==> config.mk <==
export PLATFORM = sky130hd
export DESIGN_NAME = pgt_timer
export DESIGN_NICKNAME = d
export VERILOG_FILES = /design/src/verilog/pgt_pkg.sv /design/src/verilog/pgt_timer.sv
export VERILOG_INCLUDE_DIRS = /design/src /design/src/verilog
export SDC_FILE = /design/constraint.sdc
export NUM_CORES = 1
export LEC_CHECK = 0
export BUFFER_PORTS_ARGS = -buffer_cell sky130_fd_sc_hd__buf_2
export CAP_MARGIN = 10
export CORE_MARGIN = 2
export CORE_UTILIZATION = 53
export DETAILED_ROUTE_END_ITERATION = 6
export GPL_TIMING_DRIVEN = 0
export PLACE_DENSITY = 0.84
export SLEW_MARGIN = 40
export SYNTH_ARGS = -nofsm -noshare
export SYNTH_HDL_FRONTEND = slang
export SYNTH_SLANG_ARGS = --single-unit
==> constraint.sdc <==
create_clock -name i_sys_clk -period 5.3 [get_ports i_sys_clk]
set_clock_uncertainty 0.2 [all_clocks]
set_input_delay 0.53 -clock i_sys_clk [delete_from_list [all_inputs] [get_ports i_sys_clk]]
set_output_delay 0.53 -clock i_sys_clk [all_outputs]
set_load 0.005 [all_outputs]
==> src/verilog/pgt_params.svh <==
// constants for the paired general timer
`ifndef PGT_PARAMS_SVH
`define PGT_PARAMS_SVH
// register indices, byte address is four times the index
`define PGT_IX_LCNT 10'h114
`define PGT_IX_HOLD 10'h116
`define PGT_IX_UCNT 10'h118
`define PGT_IX_LPER 10'h11a
`define PGT_IX_UPER 10'h11c
`define PGT_IX_LCON 10'h11e
`define PGT_IX_UCON 10'h120
`define PGT_IX_FLAG 10'h122
`define PGT_IX_IREN 10'h124
// control field positions
`define PGT_B_RUN 15
`define PGT_B_SIDL 13
`define PGT_B_GATE 6
`define PGT_B_PS_HI 5
`define PGT_B_PS_LO 4
`define PGT_B_PAIR 3
`define PGT_B_CSRC 1
// implemented control bits per timer
`define PGT_LCON_MASK 16'ha07a
`define PGT_UCON_MASK 16'ha072
// reset values
`define PGT_PER_RST 16'hffff
`define PGT_CON_RST 16'h0000
// prescaler terminal counts for 1, 8, 64, 256
`define PGT_PS_LIM1 8'h00
`define PGT_PS_LIM8 8'h07
`define PGT_PS_LIM64 8'h3f
`define PGT_PS_LIM256 8'hff
`define PGT_CNT_TOP 16'hffff
// axi responses
`define PGT_RESP_OKAY 2'h0
`define PGT_RESP_SLVERR 2'h2
`endif

==> src/verilog/pgt_pkg.sv <==
// types shared by the paired general timer
package pgt_pkg;
  typedef logic [15:0] pgt_word_t;
  // prescale select encodings
  typedef enum logic [1:0] {
    PGT_PS_DIV1 = 2'b00,
    PGT_PS_DIV8 = 2'b01,
    PGT_PS_DIV64 = 2'b10,
    PGT_PS_DIV256 = 2'b11
  } pgt_presc_t;
endpackage

==> src/verilog/pgt_timer.sv <==
// paired 16-bit timers with 32-bit mode behind an axi4-lite slave
//
// Functional notes
// [RULE1] two independent 16-bit timers, own registers
// [RULE2] mode set by each control register
// [RULE3] lower is low word, upper high word
// [RULE4] pair mode ignores upper control register
// [RULE5] pair mode uses lower clock and gate
// [RULE6] pair event sets upper flag, upper enable
// [RULE7] no converter trigger output
// [RULE8] no time base for capture/compare
// [RULE9] holding register used only in pair mode
// [RULE10] unimplemented bits read zero
// [RULE11] prescaler 1, 8, 64, 256 by field
// [RULE12] prescaler cleared: count write, run off, reset
// [RULE13] control write keeps count unchanged
// [RULE14] pair flag on 32-bit match or gate fall
// [RULE15] control bit positions fixed
// [RULE16] match restarts at zero next tick
`timescale 1ns/1ns
`include "pgt_params.svh"
module pgt_timer import pgt_pkg::*; (
  input wire logic i_sys_clk, // 20 MHz clock
  input wire logic i_rst_n, // async reset, active low
  input wire logic [11:0] i_awaddr, // write address
  input wire logic i_awvalid, // write address valid
  output logic o_awready, // write address ready
  input wire logic [31:0] i_wdata, // write data
  input wire logic [3:0] i_wstrb, // write strobes
  input wire logic i_wvalid, // write data valid
  output logic o_wready, // write data ready
  output logic [1:0] o_bresp, // write response
  output logic o_bvalid, // write response valid
  input wire logic i_bready, // write response ready
  input wire logic [11:0] i_araddr, // read address
  input wire logic i_arvalid, // read address valid
  output logic o_arready, // read address ready
  output logic [31:0] o_rdata, // read data
  output logic [1:0] o_rresp, // read response
  output logic o_rvalid, // read data valid
  input wire logic i_rready, // read data ready
  input wire logic [1:0] i_ext_clk, // external clock, [0] lower
  input wire logic [1:0] i_ext_gate, // gate input, [0] lower
  input wire logic i_cpu_idle, // cpu idle state
  output logic [1:0] o_timer_irq // flag and enable, [1] upper
);
  // ----------------------------------------
  // storage
  // ----------------------------------------
  pgt_word_t cnt_q [2]; // count registers
  pgt_word_t per_q [2]; // period registers
  pgt_word_t con_q [2]; // control registers
  pgt_word_t hold_q; // upper word holding
  logic [7:0] pre_q [2]; // prescaler counters
  logic [1:0] ext_prev_q; // external clock last level
  logic [1:0] gate_prev_q; // gate last level
  logic [1:0] flag_q; // event flags
  logic [1:0] en_q; // event enables
  logic [1:0] irq_q; // interrupt outputs
  // bus side
  logic aw_have_q, w_have_q, awready_q, wready_q, bvalid_q;
  logic [11:0] aw_addr_q;
  logic [31:0] wdata_q;
  logic [3:0] wstrb_q;
  logic [1:0] bresp_q, rresp_q;
  logic arready_q, rvalid_q;
  logic [31:0] rdata_q;

  function automatic pgt_word_t merge16(input pgt_word_t old, input logic [31:0] d,
                                        input logic [3:0] s);
    merge16 = {s[1] ? d[15:8] : old[15:8], s[0] ? d[7:0] : old[7:0]};
  endfunction

  // ----------------------------------------
  // write decode
  // ----------------------------------------
  wire [9:0] aw_ix = aw_addr_q[11:2];
  wire wr_fire = aw_have_q & w_have_q & ~bvalid_q;
  wire hit_lcnt = wr_fire & (aw_ix == `PGT_IX_LCNT);
  wire hit_hold = wr_fire & (aw_ix == `PGT_IX_HOLD);
  wire hit_ucnt = wr_fire & (aw_ix == `PGT_IX_UCNT);
  wire hit_lper = wr_fire & (aw_ix == `PGT_IX_LPER);
  wire hit_uper = wr_fire & (aw_ix == `PGT_IX_UPER);
  wire hit_lcon = wr_fire & (aw_ix == `PGT_IX_LCON);
  wire hit_ucon = wr_fire & (aw_ix == `PGT_IX_UCON);
  wire hit_flag = wr_fire & (aw_ix == `PGT_IX_FLAG);
  wire hit_iren = wr_fire & (aw_ix == `PGT_IX_IREN);
  wire wr_map = hit_lcnt | hit_hold | hit_ucnt | hit_lper | hit_uper |
                hit_lcon | hit_ucon | hit_flag | hit_iren;
  // pair mode comes from the lower control only
  wire pair = con_q[0][`PGT_B_PAIR]; // [RULE4]
  wire [1:0] cnt_load = {hit_ucnt | (hit_lcnt & pair), hit_lcnt};
  wire [1:0] per_load = {hit_uper, hit_lper};
  wire [1:0] con_load = {hit_ucon, hit_lcon};
  wire [15:0] con_mask [2];
  assign con_mask[0] = `PGT_LCON_MASK;
  assign con_mask[1] = `PGT_UCON_MASK;
  // lower count write in pair mode moves the holding word up
  wire [15:0] cnt_wval [2];
  assign cnt_wval[0] = merge16(cnt_q[0], wdata_q, wstrb_q);
  assign cnt_wval[1] = (hit_lcnt & pair) ? hold_q : merge16(cnt_q[1], wdata_q, wstrb_q); // [RULE9]

  // ----------------------------------------
  // read decode
  // ----------------------------------------
  wire [9:0] ar_ix = i_araddr[11:2];
  wire ar_fire = i_arvalid & arready_q;
  wire rd_lcnt = ar_ix == `PGT_IX_LCNT;
  wire rd_hold = ar_ix == `PGT_IX_HOLD;
  wire rd_ucnt = ar_ix == `PGT_IX_UCNT;
  wire rd_lper = ar_ix == `PGT_IX_LPER;
  wire rd_uper = ar_ix == `PGT_IX_UPER;
  wire rd_lcon = ar_ix == `PGT_IX_LCON;
  wire rd_ucon = ar_ix == `PGT_IX_UCON;
  wire rd_flag = ar_ix == `PGT_IX_FLAG;
  wire rd_iren = ar_ix == `PGT_IX_IREN;
  wire rd_map = rd_lcnt | rd_hold | rd_ucnt | rd_lper | rd_uper | rd_lcon | rd_ucon | rd_flag | rd_iren;
  // upper 16 bits and unused control bits always read zero
  wire [15:0] rd_val = rd_lcnt ? cnt_q[0] : rd_hold ? hold_q : rd_ucnt ? cnt_q[1] :
                       rd_lper ? per_q[0] : rd_uper ? per_q[1] : rd_lcon ? con_q[0] :
                       rd_ucon ? con_q[1] : rd_flag ? {14'h0000, flag_q} :
                       rd_iren ? {14'h0000, en_q} : 16'h0000; // [RULE10]

  // ----------------------------------------
  // counting terms
  // ----------------------------------------
  logic [1:0] run, src_pulse, tick_raw, gate_fall, ton_fall;
  logic [7:0] pre_lim [2];
  wire match32 = ({cnt_q[1], cnt_q[0]} == {per_q[1], per_q[0]}); // [RULE3]
  wire [1:0] match16 = {cnt_q[1] == per_q[1], cnt_q[0] == per_q[0]};
  // upper path is silenced in pair mode, the lower path drives both words
  wire tick0 = tick_raw[0]; // [RULE5]
  wire tick1 = tick_raw[1] & ~pair; // [RULE4]
  wire [1:0] step = {pair ? (tick0 & (match32 | (cnt_q[0] == `PGT_CNT_TOP))) : tick1, tick0};
  wire [1:0] wrap = pair ? {match32, match32} : match16; // [RULE16]
  // match events stay internal: no converter trigger [RULE7] and no shared time base [RULE8]
  wire [1:0] flag_set;
  assign flag_set[0] = ~pair & ((tick0 & match16[0]) | gate_fall[0]);
  assign flag_set[1] = pair ? ((tick0 & match32) | gate_fall[0]) :
                       ((tick1 & match16[1]) | gate_fall[1]); // [RULE6] [RULE14]
  wire [15:0] flag_wr = hit_flag ? merge16({14'h0000, flag_q}, wdata_q, wstrb_q) : {14'h0000, flag_q};

  // ----------------------------------------
  // per timer logic
  // ----------------------------------------
  genvar gi;
  generate
    for (gi = 0; gi < 2; gi++) begin : g_tmr
      wire [15:0] con_new = merge16(con_q[gi], wdata_q, wstrb_q) & con_mask[gi];
      // each timer runs from its own control bits
      assign run[gi] = con_q[gi][`PGT_B_RUN] & ~(con_q[gi][`PGT_B_SIDL] & i_cpu_idle); // [RULE1] [RULE2] [RULE15]
      assign src_pulse[gi] = con_q[gi][`PGT_B_CSRC] ? (i_ext_clk[gi] & ~ext_prev_q[gi]) :
                             (con_q[gi][`PGT_B_GATE] ? i_ext_gate[gi] : 1'b1);
      assign gate_fall[gi] = run[gi] & con_q[gi][`PGT_B_GATE] & ~con_q[gi][`PGT_B_CSRC] &
                             gate_prev_q[gi] & ~i_ext_gate[gi];
      assign pre_lim[gi] = (con_q[gi][`PGT_B_PS_HI:`PGT_B_PS_LO] == PGT_PS_DIV1) ? `PGT_PS_LIM1 :
                           (con_q[gi][`PGT_B_PS_HI:`PGT_B_PS_LO] == PGT_PS_DIV8) ? `PGT_PS_LIM8 :
                           (con_q[gi][`PGT_B_PS_HI:`PGT_B_PS_LO] == PGT_PS_DIV64) ? `PGT_PS_LIM64 :
                           `PGT_PS_LIM256; // [RULE11]
      assign tick_raw[gi] = run[gi] & src_pulse[gi] & (pre_q[gi] == pre_lim[gi]);
      assign ton_fall[gi] = con_load[gi] & con_q[gi][`PGT_B_RUN] & ~con_new[`PGT_B_RUN];

      // prescaler: count source pulses, restart on count write or run off
      always_ff @(posedge i_sys_clk or negedge i_rst_n) begin
        if (!i_rst_n) begin
          pre_q[gi] <= 8'h00; // [RULE12]
        end else if (cnt_load[gi] | ton_fall[gi] | (pair & cnt_load[1])) begin
          pre_q[gi] <= 8'h00; // [RULE12]
        end else if (run[gi] & src_pulse[gi]) begin
          pre_q[gi] <= tick_raw[gi] ? 8'h00 : pre_q[gi] + 8'h01;
        end
      end

      // count: software write beats the hardware step
      always_ff @(posedge i_sys_clk or negedge i_rst_n) begin
        if (!i_rst_n) begin
          cnt_q[gi] <= 16'h0000;
        end else if (cnt_load[gi]) begin
          cnt_q[gi] <= cnt_wval[gi];
        end else if (step[gi]) begin
          cnt_q[gi] <= wrap[gi] ? 16'h0000 : cnt_q[gi] + 16'h0001; // [RULE16]
        end
      end

      // period and control, control writes never touch the count
      always_ff @(posedge i_sys_clk or negedge i_rst_n) begin
        if (!i_rst_n) begin
          per_q[gi] <= `PGT_PER_RST;
          con_q[gi] <= `PGT_CON_RST;
        end else begin
          if (per_load[gi]) begin
            per_q[gi] <= merge16(per_q[gi], wdata_q, wstrb_q);
          end
          if (con_load[gi]) begin
            con_q[gi] <= con_new; // [RULE13]
          end
        end
      end

      // edge history, flags (set wins over clear) and interrupt line
      always_ff @(posedge i_sys_clk or negedge i_rst_n) begin
        if (!i_rst_n) begin
          ext_prev_q[gi] <= 1'b0;
          gate_prev_q[gi] <= 1'b0;
          flag_q[gi] <= 1'b0;
          en_q[gi] <= 1'b0;
          irq_q[gi] <= 1'b0;
        end else begin
          ext_prev_q[gi] <= i_ext_clk[gi];
          gate_prev_q[gi] <= i_ext_gate[gi];
          flag_q[gi] <= flag_set[gi] | flag_wr[gi];
          if (hit_iren & wstrb_q[0]) begin
            en_q[gi] <= wdata_q[gi];
          end
          irq_q[gi] <= flag_q[gi] & en_q[gi]; // [RULE6]
        end
      end
    end
  endgenerate

  // ----------------------------------------
  // holding register
  // ----------------------------------------
  // a lower count read in pair mode snapshots the upper word,
  // so a two-read sequence sees one coherent 32-bit value
  always_ff @(posedge i_sys_clk or negedge i_rst_n) begin
    if (!i_rst_n) begin
      hold_q <= 16'h0000;
    end else if (ar_fire & rd_lcnt & pair) begin
      hold_q <= cnt_q[1]; // [RULE9]
    end else if (hit_hold) begin
      hold_q <= merge16(hold_q, wdata_q, wstrb_q);
    end
  end

  // ----------------------------------------
  // axi write channel
  // ----------------------------------------
  // address and data are caught in either order, one write at a time
  always_ff @(posedge i_sys_clk or negedge i_rst_n) begin
    if (!i_rst_n) begin
      aw_have_q <= 1'b0;
      w_have_q <= 1'b0;
      awready_q <= 1'b1;
      wready_q <= 1'b1;
      bvalid_q <= 1'b0;
      bresp_q <= `PGT_RESP_OKAY;
      aw_addr_q <= 12'h000;
      wdata_q <= 32'h00000000;
      wstrb_q <= 4'h0;
    end else begin
      if (i_awvalid & awready_q) begin
        aw_have_q <= 1'b1;
        awready_q <= 1'b0;
        aw_addr_q <= i_awaddr;
      end
      if (i_wvalid & wready_q) begin
        w_have_q <= 1'b1;
        wready_q <= 1'b0;
        wdata_q <= i_wdata;
        wstrb_q <= i_wstrb;
      end
      if (wr_fire) begin
        aw_have_q <= 1'b0;
        w_have_q <= 1'b0;
        bvalid_q <= 1'b1;
        bresp_q <= wr_map ? `PGT_RESP_OKAY : `PGT_RESP_SLVERR;
      end
      if (bvalid_q & i_bready) begin
        bvalid_q <= 1'b0;
        awready_q <= 1'b1;
        wready_q <= 1'b1;
      end
    end
  end

  // ----------------------------------------
  // axi read channel
  // ----------------------------------------
  // data is captured at the address handshake, answer one edge later
  always_ff @(posedge i_sys_clk or negedge i_rst_n) begin
    if (!i_rst_n) begin
      arready_q <= 1'b1;
      rvalid_q <= 1'b0;
      rdata_q <= 32'h00000000;
      rresp_q <= `PGT_RESP_OKAY;
    end else if (ar_fire) begin
      arready_q <= 1'b0;
      rvalid_q <= 1'b1;
      rdata_q <= {16'h0000, rd_val}; // [RULE10]
      rresp_q <= rd_map ? `PGT_RESP_OKAY : `PGT_RESP_SLVERR;
    end else if (rvalid_q & i_rready) begin
      rvalid_q <= 1'b0;
      arready_q <= 1'b1;
    end
  end

  assign o_awready = awready_q;
  assign o_wready = wready_q;
  assign o_bvalid = bvalid_q;
  assign o_bresp = bresp_q;
  assign o_arready = arready_q;
  assign o_rvalid = rvalid_q;
  assign o_rdata = rdata_q;
  assign o_rresp = rresp_q;
  assign o_timer_irq = irq_q;

  // ----------------------------------------
  // checks
  // ----------------------------------------
  a_bvalid_held: assert property (@(posedge i_sys_clk) disable iff (!i_rst_n)
    o_bvalid & ~i_bready |=> o_bvalid)
    else $error("write response dropped early");
  a_rvalid_held: assert property (@(posedge i_sys_clk) disable iff (!i_rst_n)
    o_rvalid & ~i_rready |=> o_rvalid & $stable(o_rdata))
    else $error("read data dropped early");
  a_rdata_upper_zero: assert property (@(posedge i_sys_clk) disable iff (!i_rst_n) // [RULE10]
    o_rvalid |-> o_rdata[31:16] == 16'h0000)
    else $error("upper read bits not zero");
  a_pre_clear_write: assert property (@(posedge i_sys_clk) disable iff (!i_rst_n) // [RULE12]
    cnt_load[0] |=> pre_q[0] == 8'h00)
    else $error("prescaler not cleared by count write");
  a_ctrl_keeps_count: assert property (@(posedge i_sys_clk) disable iff (!i_rst_n) // [RULE13]
    hit_lcon & ~step[0] & ~cnt_load[0] |=> $stable(cnt_q[0]))
    else $error("control write changed count");
  a_wrap_to_zero: assert property (@(posedge i_sys_clk) disable iff (!i_rst_n) // [RULE16]
    step[0] & wrap[0] & ~cnt_load[0] |=> cnt_q[0] == 16'h0000)
    else $error("count did not restart at zero");
  a_pair_upper_flag: assert property (@(posedge i_sys_clk) disable iff (!i_rst_n) // [RULE6]
    pair & tick0 & match32 |=> flag_q[1] ##1 irq_q[1] == $past(en_q[1]))
    else $error("pair match missed upper flag");
  a_pair_lower_quiet: assert property (@(posedge i_sys_clk) disable iff (!i_rst_n) // [RULE6]
    pair & ~flag_q[0] & ~hit_flag |=> ~flag_q[0])
    else $error("lower flag set in pair mode");
  a_hold_snapshot: assert property (@(posedge i_sys_clk) disable iff (!i_rst_n) // [RULE9]
    ar_fire & rd_lcnt & pair |=> hold_q == $past(cnt_q[1]))
    else $error("holding word not captured");
  a_prescale_div8: assert property (@(posedge i_sys_clk) disable iff (!i_rst_n) // [RULE11]
    tick_raw[0] & (con_q[0][`PGT_B_PS_HI:`PGT_B_PS_LO] == PGT_PS_DIV8) |-> pre_q[0] == 8'h07)
    else $error("div8 tick at wrong prescale count");
endmodule

==> run summary <==
outcome: completed
critical path capture point type: flop
Final nets: 1138
Die Ht: 138 um
Critical path buffers and inverters: 1
distinct cell type count after synthesis: 76
most frequent cells in the layout: dfrtp_1, nand2_1, buf_2, mux2_2, o21ai_0
deepest level of the CTS H-tree: 4
Residual DRC: 0
Detail Placement HPWL: 20200 um
critical path, cell by cell: clkbuf_1, xor2_1, nor4_1, nand4_1, o21ai_0, a21boi_4, a221o_1, mux2_4
setup TNS: 0 ns
gr usage total: 0.293
fin. max-slew vios: 0
Pre-Repair DR Iteration Count: 6
crit path DAT: 3.69 ns
worst setup margin: 1.73 ns
Max Used Layer: met4
RSZ-0062 raised after global routing: no
met1 WL: 10900 um
Core Region: 17800 sq um
#FFs+latches synth: 172
Post-CTS Setup Inserts: 0
cts bufs inserted: 17
met2 wire length: 12800 um
Placed Cells: 1271
total power draw: 3.58 mW
storage element area: 4350 sq um
non-filler cells, final: 1304
post-synthesis sequential area ratio: 0.457
Port-buffer cells: 74
total global routing overflow: 0
Period minus WS final: 3.57 ns
Peak VDD IR: 297 uV
EDFF count, synth: 0
Worst Path Required: 5.42 ns
synthesized area: 9520 sq um
routed wire length: 27700 um
Max-cap violations: 0
initial core utilization: 0.536
CP Launch Type: flop
dpl ws: 1.84 ns
final setup vio count: 0
Mapped Cells: 949
GPL Wtd Cong: 1.00
FFs w/ async S/R, synth: 1.00
P&R area growth vs syn: 14.5%
Root Buffer: clkbuf_16
worst hold slack: 0.0193 ns
First DRT Iteration DRCs: 1007
Longest Clk Path Bufs: 2
WL met3: 2660 um
period utilization: 0.673
largest fanout on the critical path: 8
Max-slew headroom: 0.443
Vias/cell: 6.48
WL/cell: 21.3 um
first-pass GRT wire length: 44300 um
commonest non-fill, non-tap cell in the layout: dfrtp_1
DR vias: 8445
Mapped Avg Cell Area: 10.0 sq um
f_max: 0.280 GHz
slowest cell delay on critical path: 0.60 ns
Fin. Hold Viols: 0
DRT antenna net count: 0
Worst Tran Pin Value: 0.829 ns
CTS clock-pin slew for the worst setup and hold paths: 0.07 ns
Antenna Diode Count: 0
slowest CP cell: o21ai_0
CP Class: reg2reg
multi-input logic area: 4810 sq um
largest net degree at the start of global routing: 74
layout cells sized above 1: 0.247
die area: 19100 sq um
Static Leakage: 4.54 nW
number of global-route vias before repair: 8306
die outline width: 138 um
clk_lat worst skew: 0.44 ns
initial antenna violation count: 0
I/O pin cnt: 115
num rows: 49
Post-synth top flop: dfrtp_1
CP top delay family: compound AO/OA/AOI/OAI gates
Ys Warns: 0
Filler Cells Inserted: 1467
CTS sink cnt: 172
Hold Path Class: in2reg
TritonCTS clock tree: done
Power Density: 328 nW/um^2
[final timing paths]
check / start / to / slack, ns / cells past startpoint
max: cnt_q[28]$_DFFE_PN0P_ / cnt_q[14]$_DFFE_PN0P_ / 1.73 / 8
max reg2reg: cnt_q[28]$_DFFE_PN0P_ / cnt_q[14]$_DFFE_PN0P_ / 1.73 / 8
max in group asynchronous: i_rst_n / o_awready$_DFFE_PN1P_ / 3.84 / 3
min reg2reg: o_rdata[13]$_DFFE_PN0P_ / o_rdata[13]$_DFFE_PN0P_ / 0.28 / 2
min in group asynchronous: i_rst_n / hold_q[8]$_DFFE_PN0P_ / 0.37 / 2
min: i_ext_clk[1] / ext_prev_q[1]$_DFF_PN0_ / 0.02 / 1
[Yosys cell counts (all sizes together), types with 3 or more instances]
cell type	number	area, sq um
a21o	4	30.0
nor4	21	206
a222oi	4	40.0
o22ai	4	25.0
a21oi	32	160
nand4	14	87.6
nand3	32	160
o2111ai	3	26.3
ha	4	50.1
nor3b	7	52.6
dfrtp	137	3430
nand3b	8	60.1
a31oi	12	75.1
xor2	37	324
or3	4	30.0
a211o	4	35.0
mux2	78	890
buf	27	191
o2bb2ai	5	43.8
a22oi	18	140
inv	22	82.6
nor2b	12	75.1
nand2	85	319
a21boi	6	56.3
nand2b	7	43.8
dfstp	35	920
o31ai	16	120
a221oi	17	149
a32oi	5	43.8
or4	5	37.5
o21ai	84	420
a221o	4	41.3
o221ai	5	43.8
nor2	48	180
mux2i	21	210
and2	7	43.8
and3	12	75.1
clkbuf	46	173
nor3	25	156
[state kept, by name (all words and copies together), names as in the netlist, 2 cells and up]
name	count
ext_prev_q	2
hold_q	16
flag_q	2
cnt_q	32
per_q	32
o_rdata	16
con_q	13
aw_addr_q	10
o_timer_irq	2
wdata_q	16
gate_prev_q	2
pre_q	16
en_q	2
wstrb_q	2
[power by group]
part	switching [mW]	internal [mW]	total [mW]	leakage, nW
clock	0.557	0.659	1.22	0.264
combinational	0.336	0.259	0.595	2.31
sequential	0.279	1.49	1.77	1.96
[worst reg2reg max path: stages (launching register included)]
cell,delay (ns)
dfrtp_1,0.36
clkbuf_1,0.19
xor2_1,0.18
nor4_1,0.46
nand4_1,0.50
o21ai_0,0.60
a21boi_4,0.18
a221o_1,0.44
mux2_4,0.34
[metrics by stage]
stage,util,instance area [sq um]
2_1_floorplan,-,9590
3_3_place_gp,0.576,10200
3_5_place_dp,0.580,10300
4_1_cts,0.613,10900
5_1_grt,0.613,10900
6_report,0.613,10900
[area by class of cell]
cell class,instances,share of cell area
Multi-Input combinational cell,699,0.441
Sequential cell,172,0.399
Timing Repair Buffer,77,0.0408
Clock buffer,19,0.0397
Buffer,73,0.0335
Tap cell,229,0.0263
Clock inverter,13,0.0122
Inverter,22,0.00757
[logic make-up after synthesis]
kind of cell,synth area share
simple gates,0.173
compound gates,0.167
flops,0.457
mux,0.115
buf+inv,0.0469
xor+xnor,0.0349
fa+ha+maj,0.00526
other cells,0.000394
[routing by layer]
metal  vias up  GRT usage
met5         -          0
met4         0      0.151
met3       100     0.0679
met2       534      0.467
met1      4101      0.376
li1       3710          -
[timing repair]
item	CTS	global route
gates resized for setup	0	0
hold endpoints to repair	32	0
hold buffers	1	0
No activity file was read; power rests on OpenSTA's default activity.
